### src/design/sgp_pkg.sv
package sgp_pkg;
   // ------------------------------------------------------------
   // widths and positions
   // ------------------------------------------------------------
   localparam int PORT_W = 8;
   localparam int PIN_N = 6;
   localparam int PIN_INPUT_ONLY = 3;
   localparam int PIN_TIMER_SHARED = 2;
   localparam int PIN_ZERO = 0;
   localparam int PIN_ONE = 1;
   localparam int CFG_EXTERNAL_MASTER_RESET_PIN_SEL_BIT = 4;
   localparam logic [PIN_N-1:0] DIR_RESET = 6'h3f;
   localparam logic [PIN_N-1:0] LATCH_RESET = 6'h00;
   localparam logic [PIN_N-1:0] WAKE_PINS = 6'h0b;
   localparam logic [PORT_W-PIN_N-1:0] UPPER_ZERO = 2'h0;

   typedef struct packed {
      logic [PIN_N-1:0] latch;
      logic [PIN_N-1:0] dir;
      logic [PIN_N-1:0] pin_last;
      logic [PORT_W-1:0] rdata;
      logic [PIN_N-1:0] drv_n;
      logic [PIN_N-1:0] dout;
      logic [PIN_N-1:0] pull;
      logic wake;
   } sgp_state_t;

   typedef struct packed {
      logic port_wr;
      logic dir_wr;
      logic port_rd;
      logic [PORT_W-1:0] wdata;
   } sgp_cmd_t;
endpackage

### src/design/sgp_port.sv
// Functional notes
// - a port read returns the pin levels, never the latches.
// - the direction register is write-only and resets to all ones.
// - the port is eight bits, six mapped, bits 7 and 6 read zero.
// - pin 3 never drives, whatever its direction bit.
// - a pin given to an alternate function reads zero.
// - pins 0, 1 and 3 share one pull-up and one wake-up control.
// - with master reset on the shared pin, pull-up forced on and wake-up off.
// - the direction register loads only from the working register by its own instruction.
// - direction one means high impedance, zero drives the latch value.
// - the option override of pin 2 beats its direction bit.
// - latches hold until the port register is written again.
// - every bidirectional pin has its own direction bit.
// - configuration bit 4 selects master reset pin function or internal tie-off.
// - a level change on a wake-enabled pin ends sleep.
`timescale 1ns/10ps
`default_nettype none
module sgp_port
   import sgp_pkg::*;
(
   input wire logic ref_clk, // 125 MHz core clock
   input wire logic reset_n, // async, active low
   input wire sgp_pkg::sgp_cmd_t cmd, // core register access
   input wire logic [sgp_pkg::PIN_N-1:0] pin_in, // pin levels
   input wire logic [sgp_pkg::PIN_N-1:0] alt_func, // pin held by alternate function
   input wire logic pullup_en, // common weak pull-up enable
   input wire logic wake_en, // common wake-on-change enable
   input wire logic [sgp_pkg::PORT_W-1:0] config_word, // configuration bits
   input wire logic timer_override, // option reg takes pin 2 driver
   input wire logic sleeping, // core in sleep
   output logic [sgp_pkg::PORT_W-1:0] rdata, // port read data
   output logic [sgp_pkg::PIN_N-1:0] pin_out, // pin output value
   output logic [sgp_pkg::PIN_N-1:0] pin_oe_n, // low while driving
   output logic [sgp_pkg::PIN_N-1:0] pull_en, // weak pull-up per pin
   output logic external_master_reset_pin_enable, // master reset pin active
   output logic wake_pulse // wake from sleep
);
   import sgp_pkg::*;

   // ------------------------------------------------------------
   // state
   // ------------------------------------------------------------
   sgp_state_t q;
   sgp_state_t next_q;
   logic external_master_reset_pin_sel;
   logic [PIN_N-1:0] wake_mask;
   logic [PIN_N-1:0] hiz;

   // common control of pins 0, 1 and 3 as a per-pin mask
   function automatic logic [PIN_N-1:0] sgp_common_mask(input logic en);
      sgp_common_mask = en ? WAKE_PINS : LATCH_RESET;
   endfunction

   always_comb begin
      external_master_reset_pin_sel = config_word[CFG_EXTERNAL_MASTER_RESET_PIN_SEL_BIT];
      next_q = q;
      if (cmd.port_wr) begin
         next_q.latch = cmd.wdata[PIN_N-1:0];
      end
      if (cmd.dir_wr) begin
         next_q.dir = cmd.wdata[PIN_N-1:0];
      end
      if (cmd.port_rd) begin
         next_q.rdata = {UPPER_ZERO, pin_in & ~alt_func};
      end
      hiz = next_q.dir;
      hiz[PIN_INPUT_ONLY] = 1'b1;
      if (timer_override) begin
         hiz[PIN_TIMER_SHARED] = 1'b1;
      end
      next_q.drv_n = hiz;
      next_q.dout = next_q.latch;
      next_q.pull = sgp_common_mask(pullup_en);
      wake_mask = sgp_common_mask(wake_en);
      if (external_master_reset_pin_sel) begin
         next_q.pull[PIN_INPUT_ONLY] = 1'b1;
         wake_mask[PIN_INPUT_ONLY] = 1'b0;
      end
      next_q.pin_last = pin_in;
      next_q.wake = sleeping && |((pin_in ^ q.pin_last) & wake_mask);
   end

   always_ff @(posedge ref_clk or negedge reset_n) begin
      if (!reset_n) begin
         q <= '{latch: LATCH_RESET, dir: DIR_RESET, pin_last: LATCH_RESET,
                rdata: '0, drv_n: DIR_RESET, dout: LATCH_RESET,
                pull: LATCH_RESET, wake: 1'b0};
         external_master_reset_pin_enable <= 1'b0;
      end else begin
         q <= next_q;
         external_master_reset_pin_enable <= external_master_reset_pin_sel;
      end
   end

   assign rdata = q.rdata;
   assign pin_out = q.dout;
   assign pin_oe_n = q.drv_n;
   assign pull_en = q.pull;
   assign wake_pulse = q.wake;
endmodule
`default_nettype wire

### config.mk
export PLATFORM = sky130hd
export DESIGN_NAME = sgp_port
export DESIGN_NICKNAME = d
export VERILOG_FILES = /design/src/design/sgp_pkg.sv /design/src/design/sgp_port.sv
export SDC_FILE = /design/constraint.sdc
export NUM_CORES = 1
export LEC_CHECK = 0
export BUFFER_PORTS_ARGS = -buffer_cell sky130_fd_sc_hd__buf_2
export CAP_MARGIN = 20
export CORE_MARGIN = 2
export CORE_UTILIZATION = 45
export DETAILED_ROUTE_END_ITERATION = 7
export GPL_TIMING_DRIVEN = 0
export HOLD_SLACK_MARGIN = 0.12
export PLACE_DENSITY = 0.92
export SLEW_MARGIN = 5
export SYNTH_ARGS = -nofsm -noshare
export SYNTH_HDL_FRONTEND = slang
export SYNTH_SLANG_ARGS = --single-unit
### constraint.sdc
create_clock -name ref_clk -period 2.5 [get_ports ref_clk]
set_input_delay 0.5 -clock ref_clk [delete_from_list [all_inputs] [get_ports ref_clk]]
set_output_delay 0.5 -clock ref_clk [all_outputs]
set_load 0.01 [all_outputs]
; ---- After elaboration in Yosys (flattened, before gate mapping)
; Index checks and enable logic that the tools add are counted.
[word_totals]
regBits = 35
input_bits = 37
output_inout_bits = 28
[classes]
muxes = 6
bitwise_logic = 4
n_reduce_logical = 2
[op_table]
columns = operator, count
row1 = 4-bit two-way mux, 2
row2 = 6-bit by 4-bit bitwise AND with 6-bit output, 1
row3 = 6-bit bitwise AND, 1
row4 = 6-bit two-way mux, 1
row5 = 6-bit NOT, 1
row6 = 6-bit OR reduction, 1
row7 = 6-bit XOR, 1
row8 = 1-bit two-way mux, 3
row9 = 1-bit logical AND, 1

; ---- Longest topological paths before layout
; Gate-level depths: netlist (run 1).
[logic_depth]
word_depth = 5
depth_mapped = 3
mapped_depth_nobuf = 3

; ---- Least setup slack after synthesis (run 1)
; Ideal clock, no wire load.
[synth_timing]
kind = flip-flop to output port
start = register q (netlist bit pin_oe_n[0])
end = output pin_oe_n[0] in the netlist's numbering
arrival_time_ps = 606
path_slack_ps = 1394
path_stages_with_launch = 2
cell_sequence = dfstp_2 > buf_4
[synth_rtl]
columns = item, line
row1 = "start, declared", sgp_port.sv:43  ; sgp_state_t q;
row2 = "start signal, assigned", sgp_port.sv:85  ; q <= '{latch: LATCH_RESET, dir: DIR_RESET, pin_last: LATCH_RESET,
row3 = "start signal, assigned", sgp_port.sv:90  ; q <= next_q;
row4 = "end, declared", sgp_port.sv:33  ; output logic [sgp_pkg::PIN_N-1:0] pin_oe_n,
; No word-level cell between the ends.

; ---- Worst setup path after layout (run 1)
[layout_timing]
start = register q (netlist bit pin_oe_n[5])
end = output pin_oe_n[5] in the netlist's numbering
; No word-level cell between the ends.

==> results of run 1 <==
## how the worst max path moves through the flow
stage	slack, ps	depth (start not counted)	start	end
final	940	2	pin_oe_n[5]	pin_oe_n[5]
after global routing	870	2	pin_oe_n[1]	pin_oe_n[1]
after CTS	910	2	pin_oe_n[5]	pin_oe_n[5]
after detailed placement	1230	3	cmd[9]	pin_oe_n[2]
after global placement	1240	3	cmd[9]	pin_oe_n[2]
after floorplan	1390	1	pin_oe_n[0]	pin_oe_n[0]
## sequential cells by signal (all words and copies together) (netlist names)
signal,count
pin_out,6
rdata,6
pin_oe_n,5
q,4
pull_en,2
external_master_reset_pin_enable,1
wake_pulse,1
## through the flow
stage / instance area [µm²] / power, mW / instances
after floorplan: 1140 / 0.567 / 95
after global placement: 1410 / 0.629 / 173
after detailed placement: 1410 / 0.636 / 173
after CTS: 1440 / 0.813 / 177
after global routing: 1440 / 0.848 / 177
final: 1440 / 0.797 / 177
## cell type report
type | instances | area share (%)
Multi-Input combinational cell | 36 | 19.1
Clock buffer | 4 | 1.82
Sequential cell | 25 | 44.0
Tap cell | 30 | 2.61
Inverter | 6 | 1.56
Buffer | 28 | 14.2
Timing Repair Buffer | 48 | 16.7
## metal layers
layer | part of all wire [%] | track usage (%) | up-vias
met3 | 8.2 | 2.78 | 2
met4 | 0.33 | 5.13 | 0
met1 | 41 | 14.0 | 340
met2 | 51 | 26.0 | 36
li1 | - | - | 371
met5 | 0 | 0 | -
## worst max-delay path, stage by stage (launching register included)
cell	delay (ps)
dfstp_2	550
buf_4	90
buf_2	110
## cells by family (layout without fill, tap and decap cells)
family,Yosys count,count (layout)
xor+xnor,3,3
compound gates,7,7
simple gates,9,9
mux,11,11
buf+inv,34,86
other cells,2,6
flops,25,25
## cell usage after synthesis
cell / instances / share of area (%)
nand3b_1: 5 / 3.3
mux2_2: 10 / 10
nor2_1: 1 / 0.33
xor2_1: 2 / 1.6
dfrtp_1: 19 / 42
inv_1: 6 / 2.0
xnor2_1: 1 / 0.78
or2_1: 1 / 0.56
mux2_4: 1 / 1.3
buf_2: 2 / 0.89
o21ai_0: 5 / 2.2
conb_1: 2 / 0.67
buf_4: 26 / 17
or2_2: 1 / 0.56
dfstp_2: 6 / 14
o311a_1: 1 / 0.89
nand2_1: 1 / 0.33
o22ai_1: 1 / 0.56
## power groups by stage
stage	sequential (mW)	clock (mW)	combinational, mW
floorplan	0.463	0	0.103
global placement	0.464	0	0.164
detailed placement	0.467	0	0.169
CTS	0.459	0.184	0.170
global route	0.463	0.199	0.185
finish	0.458	0.172	0.167
==> run_results.csv, run 1 <==
group,metric,value,unit
finish,fill_cells,216,
timing,drv_slew,0,
yosys,avgSynthCellArea,12.3,µm²
critical_path,critPathMaxFanout,2,
yosys,ys_seq_elements,25,
yosys,yosysWarnings,0,
critical_path,crit_required,2000,ps
timing,skew,0.307,ps
finish,final_nets,185,
clock_tree,cts_root_buf,"clkbuf_4",
critical_path,cp-start-kind,"flop",
timing,finalHoldViolCount,0,
floorplanning,core_area,2410,µm²
placed_design,gp_congestion,0.648,
timing,fin_setup_tns,0,ps
placed_design,pre_cts_slack,1230,ps
clock_tree,postCtsSetupBuffers,0,
yosys,synthMuxAreaShare,11.4,%
critical_path,reg2reg_slack,1520,ps
critical_path,worstPathArrival,1060,ps
run,drv_cap,0,
power,leakagePower,0.761,nW
route,routed_via_density,4.23,
timing,tightestPinTransition,526,ps
clock_tree,cts_tree,"yes",
route,drc_errors,0,
route,drtIter0Drc,1,
power,intPower,604,µW
clock_tree,cts_resized,0,
critical_path,setup.worst_path.class,"reg -> out",
timing,setup_ws,941,ps
yosys,synth_cells,91,
timing,finalSetupViolations,0,
timing,holdWs,151,ps
clock_tree,cts_max_level,1,
finish,multiInputGateArea,275,µm²
yosys,synthAdderAreaFrac,0,%
route,routed-via-count,749,
floorplanning,die-area,2910,µm²
power,pwr-share-seq,57.5,%
finish,drive_gt1_share,66.0,%
global_routing,grt_first_pass_wirelength,2790,µm
global_routing,grt_max_degree,26,
global_routing,grt.total_usage,13.5,%
route,ant_nets,0,
critical_path,rr_worst_depth,3,
placed_design,dp_hpwl,1460,µm
clock_tree,hold_buffers,0,
route,dr.pass1.iters,2,
clock_tree,clk_latency,300,ps
route,post_drt_wl_per_cell,10.1,µm
yosys,seq_area_frac_synth,56.5,%
yosys,synth_top_family_by_area,"buffers and inverters",
yosys,ys_types,18,
finish,final_cell_mix,"50 x buf_2, 26 x buf_4, 19 x dfrtp_1",
clock_tree,clk_pin_slew_worst_paths,130,ps
power,ir_drop,0.354,mV
floorplanning,start_util,46.5,%
global_routing,antenna_found_initial,0,
timing,rsz0062_at_grt,"no",
worst_hold_path,min_path_type,"in -> async",
global_routing,grt_overflow_total,0,
status,status,"complete, no violations",
global_routing,grt_pass1_vias,734,
power,p_per_area,553,nW/µm²
finish,mostFrequentLayoutCell,"buf_2",
yosys,synthSimpleGateAreaFrac,5.13,%
timing,period_share,62.4,%
timing,fmax,641,MHz
power,comb_power_share,20.9,%
power,pwr-share-clk,21.6,%
clock_tree,cts.sinks,25,
floorplanning,ios,65,
floorplanning,die_h,53.9,µm
timing,slew_headroom,65.0,%
critical_path,cp-end-kind,"primary output",
finish,diodes,0,
power,netSwitchingFraction,24.2,%
finish,post-route-util,59.8,%
route,wirelength,1800,µm
critical_path,timing.rr.start,"q[30]",
finish,syn2layout_area_growth,28.5,%
yosys,synthXorXnorAreaFrac,2.34,%
yosys,netlist_area,1120,µm²
clock_tree,numCtsBuffers,3,
yosys,synth_compound_area_share,3.68,%
placed_design,numPortBuffers,48,
floorplanning,fp.dieW,53.9,µm
timing,fin_crit,1560,ps
finish,seqCellArea,633,µm²
clock_tree,clockBufferDepth,2,
floorplanning,num_rows,18,
power,power.switching,193,µW
critical_path,reg2reg_to,"wake_pulse",
(Power assumes the default switching activity.)
==> inputs of run 2 (changes only) <==
- CORE_UTILIZATION: 45 -> 42
- PLACE_DENSITY: 0.92 -> 0.87
- clock period: 2.5 -> 1.55 ns (I/O delays scaled with it)
==> run 2 against run 1 <==
Compared with the run above:
- worst setup slack worse by 770 ps
- die area increased by 6.6%
- register-to-register slack worse by 960 ps
- combinational power increased by 71%
- sequential share of layout area down 1.9 points
- hold slack better by 19 ps
- wire length rose by 17%
- via count is 4.7% higher
- critical endpoint is now pin_oe_n[4]
- largest power group unchanged
- highest routed layer is now met3
==> run_results.csv, run 2 (synthesis results as in run 1) <==
group,metric,value,unit
critical_path,setup.worst_path.class,"reg -> out",
finish,final_cell_mix,"50 x buf_2, 26 x buf_4, 19 x dfrtp_1",
clock_tree,cts_tree,"yes",
global_routing,antenna_found_initial,0,
placed_design,gp_congestion,0.686,
power,p_per_area,873,nW/µm²
finish,syn2layout_area_growth,34.2,%
finish,fin_cells,183,
clock_tree,clk_pin_slew_worst_paths,140,ps
worst_hold_path,min_path_cells,2,
route,post_drt_wl_per_cell,11.5,µm
worst_hold_path,holdCritStartpoint,"timer_override",
critical_path,crit_required,1240,ps
clock_tree,cts_resized,0,
finish,final_nets,191,
critical_path,cp-start-kind,"flop",
floorplanning,num_rows,18,
route,dr.pass1.iters,2,
timing,drv_slew,0,
timing,period_share,88.7,%
route,dr_wl_met2,1150,µm
finish,mostFrequentLayoutCell,"buf_2",
timing,skew,8.65,ps
critical_path,cp-end-kind,"primary output",
floorplanning,core_area,2500,µm²
power,leakagePower,0.785,nW
global_routing,grt_max_degree,26,
global_routing,grt_pass1_vias,843,
timing,setup_ws,175,ps
route,ant_nets,0,
route,drtIter0Drc,5,
floorplanning,ios,65,
clock_tree,postCtsSetupBuffers,0,
clock_tree,cts_max_level,1,
placed_design,dp_hpwl,1560,µm
critical_path,timing.rr.start,"q[30]",
route,drt-met1-wl,787,µm
placed_design,dp_cells,173,
clock_tree,clockBufferDepth,2,
floorplanning,fp.dieW,55.7,µm
critical_path,worstPathArrival,1070,ps
timing,fin_setup_tns,0,ps
global_routing,grt_overflow_total,0,
critical_path,reg2reg_to,"wake_pulse",
finish,drive_gt1_share,64.1,%
timing,finalHoldViolCount,0,
global_routing,grt_first_pass_wirelength,3440,µm
clock_tree,hold_buffers,3,
critical_path,reg2reg_slack,560,ps
clock_tree,numCtsBuffers,3,
worst_hold_path,min_path_type,"in -> reg",
global_routing,grt.total_usage,14.1,%
power,ir_drop,0.678,mV
route,routed-via-count,784,
status,status,"complete, no violations",
route,routed_via_density,4.28,
critical_path,rr_worst_depth,3,
critical_path,critPathMaxFanout,2,
route,top_layer_used,"met3",
timing,finalSetupViolations,0,
floorplanning,die-area,3100,µm²
route,route.met3.wl,171,µm
route,drc_errors,0,
timing,fmax,727,MHz
route,wirelength,2110,µm
clock_tree,cts_root_buf,"clkbuf_4",
placed_design,numPortBuffers,48,
timing,fin_crit,1380,ps
finish,diodes,0,
floorplanning,die_h,55.7,µm
worst_hold_path,hold-path-endpoint,"pin_oe_n[2]",
timing,tightestPinTransition,542,ps
clock_tree,clk_latency,310,ps
timing,slew_headroom,63.9,%
run,drv_cap,0,
clock_tree,cts.sinks,25,
timing,rsz0062_at_grt,"no",
placed_design,pre_cts_slack,469,ps
finish,post-route-util,60.2,%
floorplanning,start_util,44.8,%
-- run 2: metal layers --
metal	vias to the layer above	track usage, %
met1	368	12.8
met2	36	29.1
li1	380	-
met5	-	0
met4	0	4.18
met3	0	4.19
-- run 2: critical path: stages, from the launching register on --
cell	delay, ps
dfstp_2	550
buf_4	90
buf_2	110
-- run 2: worst max path at each step --
stage,slack [ps],cells after the start,endpoint,from
final,170,2,pin_oe_n[4],pin_oe_n[4]
after global routing,110,2,pin_oe_n[4],pin_oe_n[4]
after CTS,160,2,pin_oe_n[4],pin_oe_n[4]
after detailed placement,470,3,pin_oe_n[2],cmd[9]
after global placement,470,3,pin_oe_n[2],cmd[9]
after floorplan,620,2,wake_pulse,q[28]
-- run 2: through the flow --
| step | total power [mW] | area, µm² | hold slack (ps) |
|---|---|---|---|
| after CTS | 1.32 | 1470 | 120 |
| after global placement | 1.01 | 1410 | 311 |
| after floorplan | 0.914 | 1140 | 14.4 |
| final | 1.31 | 1500 | 170 |
| after detailed placement | 1.03 | 1410 | 327 |
| after global routing | 1.40 | 1500 | 139 |
-- run 2: cell type report --
type | count | area [µm²]
Fill cell | 212 | 996
Clock inverter | 1 | 7.51
Tap cell | 30 | 37.5
Timing Repair Buffer | 54 | 300
Inverter | 6 | 22.5
Buffer | 28 | 205
Clock buffer | 3 | 22.5
Sequential cell | 25 | 633
Multi-Input combinational cell | 36 | 275
-- run 2: power by group --
group | internal [mW] | leakage, nW | switching, mW
clock | 0.0983 | 0.0139 | 0.188
sequential | 0.716 | 0.293 | 0.0252
combinational | 0.169 | 0.478 | 0.116
total | 0.983 | 0.785 | 0.329
==> inputs of run 3 (changes only) <==
- CORE_UTILIZATION: 42 -> 38
- PLACE_DENSITY: 0.87 -> 0.84
- RECOVER_POWER: not set -> 25
- clock period: 1.55 -> 1.1 ns (I/O delays scaled with it)
==> run 3 against run 2 <==
Compared with the run above:
- critical endpoint unchanged
- non-clock buffer count decreased by 8
- the flow now finishes with violations (setup timing)
- first-iteration DRC count up 20%
- sequential power increased by 42%
- combinational power increased by 48%
- highest routed layer unchanged
- via count down 1.5%
==> run_results.csv, run 3 (synthesis results as in run 1) <==
group,metric,value,unit
placed_design,gp_congestion,0.644,
finish,final_nets,183,
timing,skew,0.642,ps
route,dr.pass1.iters,2,
route,drtIter0Drc,6,
global_routing,grt_max_degree,26,
run,drv_cap,0,
clock_tree,cts_tree,"yes",
global_routing,antenna_found_initial,0,
global_routing,met3_usage,1.98,%
critical_path,cp-end-kind,"primary output",
power,p_per_area,1190,nW/µm²
clock_tree,clk_pin_slew_worst_paths,130,ps
timing,holdWs,143,ps
placed_design,pre_cts_slack,98.5,ps
critical_path,crit_required,880,ps
finish,mostFrequentLayoutCell,"buf_2",
route,routed_via_density,4.39,
timing,finalHoldViolCount,0,
timing,setup_ws,-80.7,ps
power,ir_drop,0.776,mV
critical_path,worstPathArrival,960,ps
clock_tree,clk_latency,300,ps
critical_path,cp-start-kind,"flop",
floorplanning,die_h,58.3,µm
finish,diodes,0,
placed_design,place_area,1420,µm²
floorplanning,fp.dieW,58.3,µm
timing,slew_headroom,64.1,%
timing,fin_setup_tns,-490,ps
critical_path,path_cells,"buf_6",
floorplanning,die-area,3400,µm²
power,leakagePower,0.765,nW
critical_path,setup.worst_path.class,"reg -> out",
finish,seqCellArea,633,µm²
timing,drv_slew,0,
clock_tree,numCtsBuffers,3,
global_routing,grt_use_met1,15.7,%
clock_tree,cts_root_buf,"clkbuf_4",
critical_path,rr_worst_depth,3,
critical_path,reg2reg_slack,110,ps
floorplanning,start_util,40.3,%
timing,fin_crit,1180,ps
placed_design,dp_hpwl,1490,µm
timing,rsz0062_at_grt,"yes",
status,status,"finished, violations left",
global_routing,grt_pass1_vias,746,
worst_hold_path,min_path_cells,2,
floorplanning,core_area,2780,µm²
timing,fmax,847,MHz
finish,syn2layout_area_growth,39.7,%
global_routing,grt.total_usage,12.5,%
floorplanning,ios,65,
timing,period_share,107,%
critical_path,critPathLaunch,"pin_oe_n[4]",
floorplanning,num_rows,19,
critical_path,worstSetupPathDepth,1,
critical_path,timing.rr.start,"q[30]",
finish,post-route-util,56.3,%
global_routing,grt_overflow_total,0,
critical_path,cp_slowest_stage_delay,550,ps
finish,fill_cells,241,
finish,multiInputGateArea,272,µm²
clock_tree,cts_max_level,1,
route,post_drt_wl_per_cell,11.2,µm
critical_path,slowest_stage,"dfstp_1",
critical_path,cp_num_buf_inv,1,
placed_design,numPortBuffers,48,
finish,final_area,1570,µm²
critical_path,reg2reg_to,"wake_pulse",
route,wirelength,1970,µm
route,ant_nets,0,
timing,finalSetupViolations,7,
worst_hold_path,min_path_type,"in -> reg",
critical_path,critPathTopFamily,"flip-flops",
global_routing,grt.busiest_layer,"met2",
critical_path,critPathMaxFanout,2,
global_routing,grt_first_pass_wirelength,3250,µm
route,routed-via-count,772,
finish,final_cell_mix,"25 x buf_2, 20 x buf_6, 19 x dfrtp_1",
critical_path,cp-endpoint,"pin_oe_n[4]",
finish,drive_gt1_share,53.8,%
clock_tree,clockBufferDepth,2,
timing,tightestPinTransition,539,ps
clock_tree,cts.sinks,25,
route,drc_errors,0,
global_routing,grt_use_met2,21.8,%
status,violations,"setup timing",
[run 3: per-stage QoR]
stage               std cells  power, mW
global placement          174       1.43
CTS                       175       1.91
global route              176       1.97
finish                    176       1.87
detailed placement        174       1.45
floorplan                  95       1.29
[run 3: final cells by class]
cell class              count  share of cell area, %
flip-flops and latches     25                   40.4
repair buffers             64                   32.2
multi-input cells          36                   17.3
plain buffers              10                   4.47
well taps                  31                   2.48
clock buffers               4                   1.68
inverters                   6                   1.44
[run 3: worst min path at each step]
stage	start	endpoint
final	cmd[3]	pin_out[3]
after global routing	cmd[0]	pin_oe_n[0]
after CTS	sleeping	wake_pulse
after detailed placement	reset_n	q[28]
after global placement	reset_n	q[28]
after floorplan	reset_n	external_master_reset_pin_enable
[run 3: per-layer routing]
| layer | share of wire, % | wire, µm |
|---|---|---|
| met1 | 39 | 764 |
| met2 | 54 | 1070 |
| met3 | 6.9 | 137 |
| met4 | 0 | 0 |
| met5 | 0 | 0 |
[run 3: repair_timing]
item,CTS,global route
hold buffers,9,1
buffers inserted,6,0
gates resized for setup,20,0
endpoints found under the hold margin,28,1
setup endpoints to repair,20,15
[run 3: power breakdown]
group	internal (mW)	switching [mW]
clock	0.141	0.250
sequential	1.01	0.0461
combinational	0.266	0.155
total	1.42	0.452
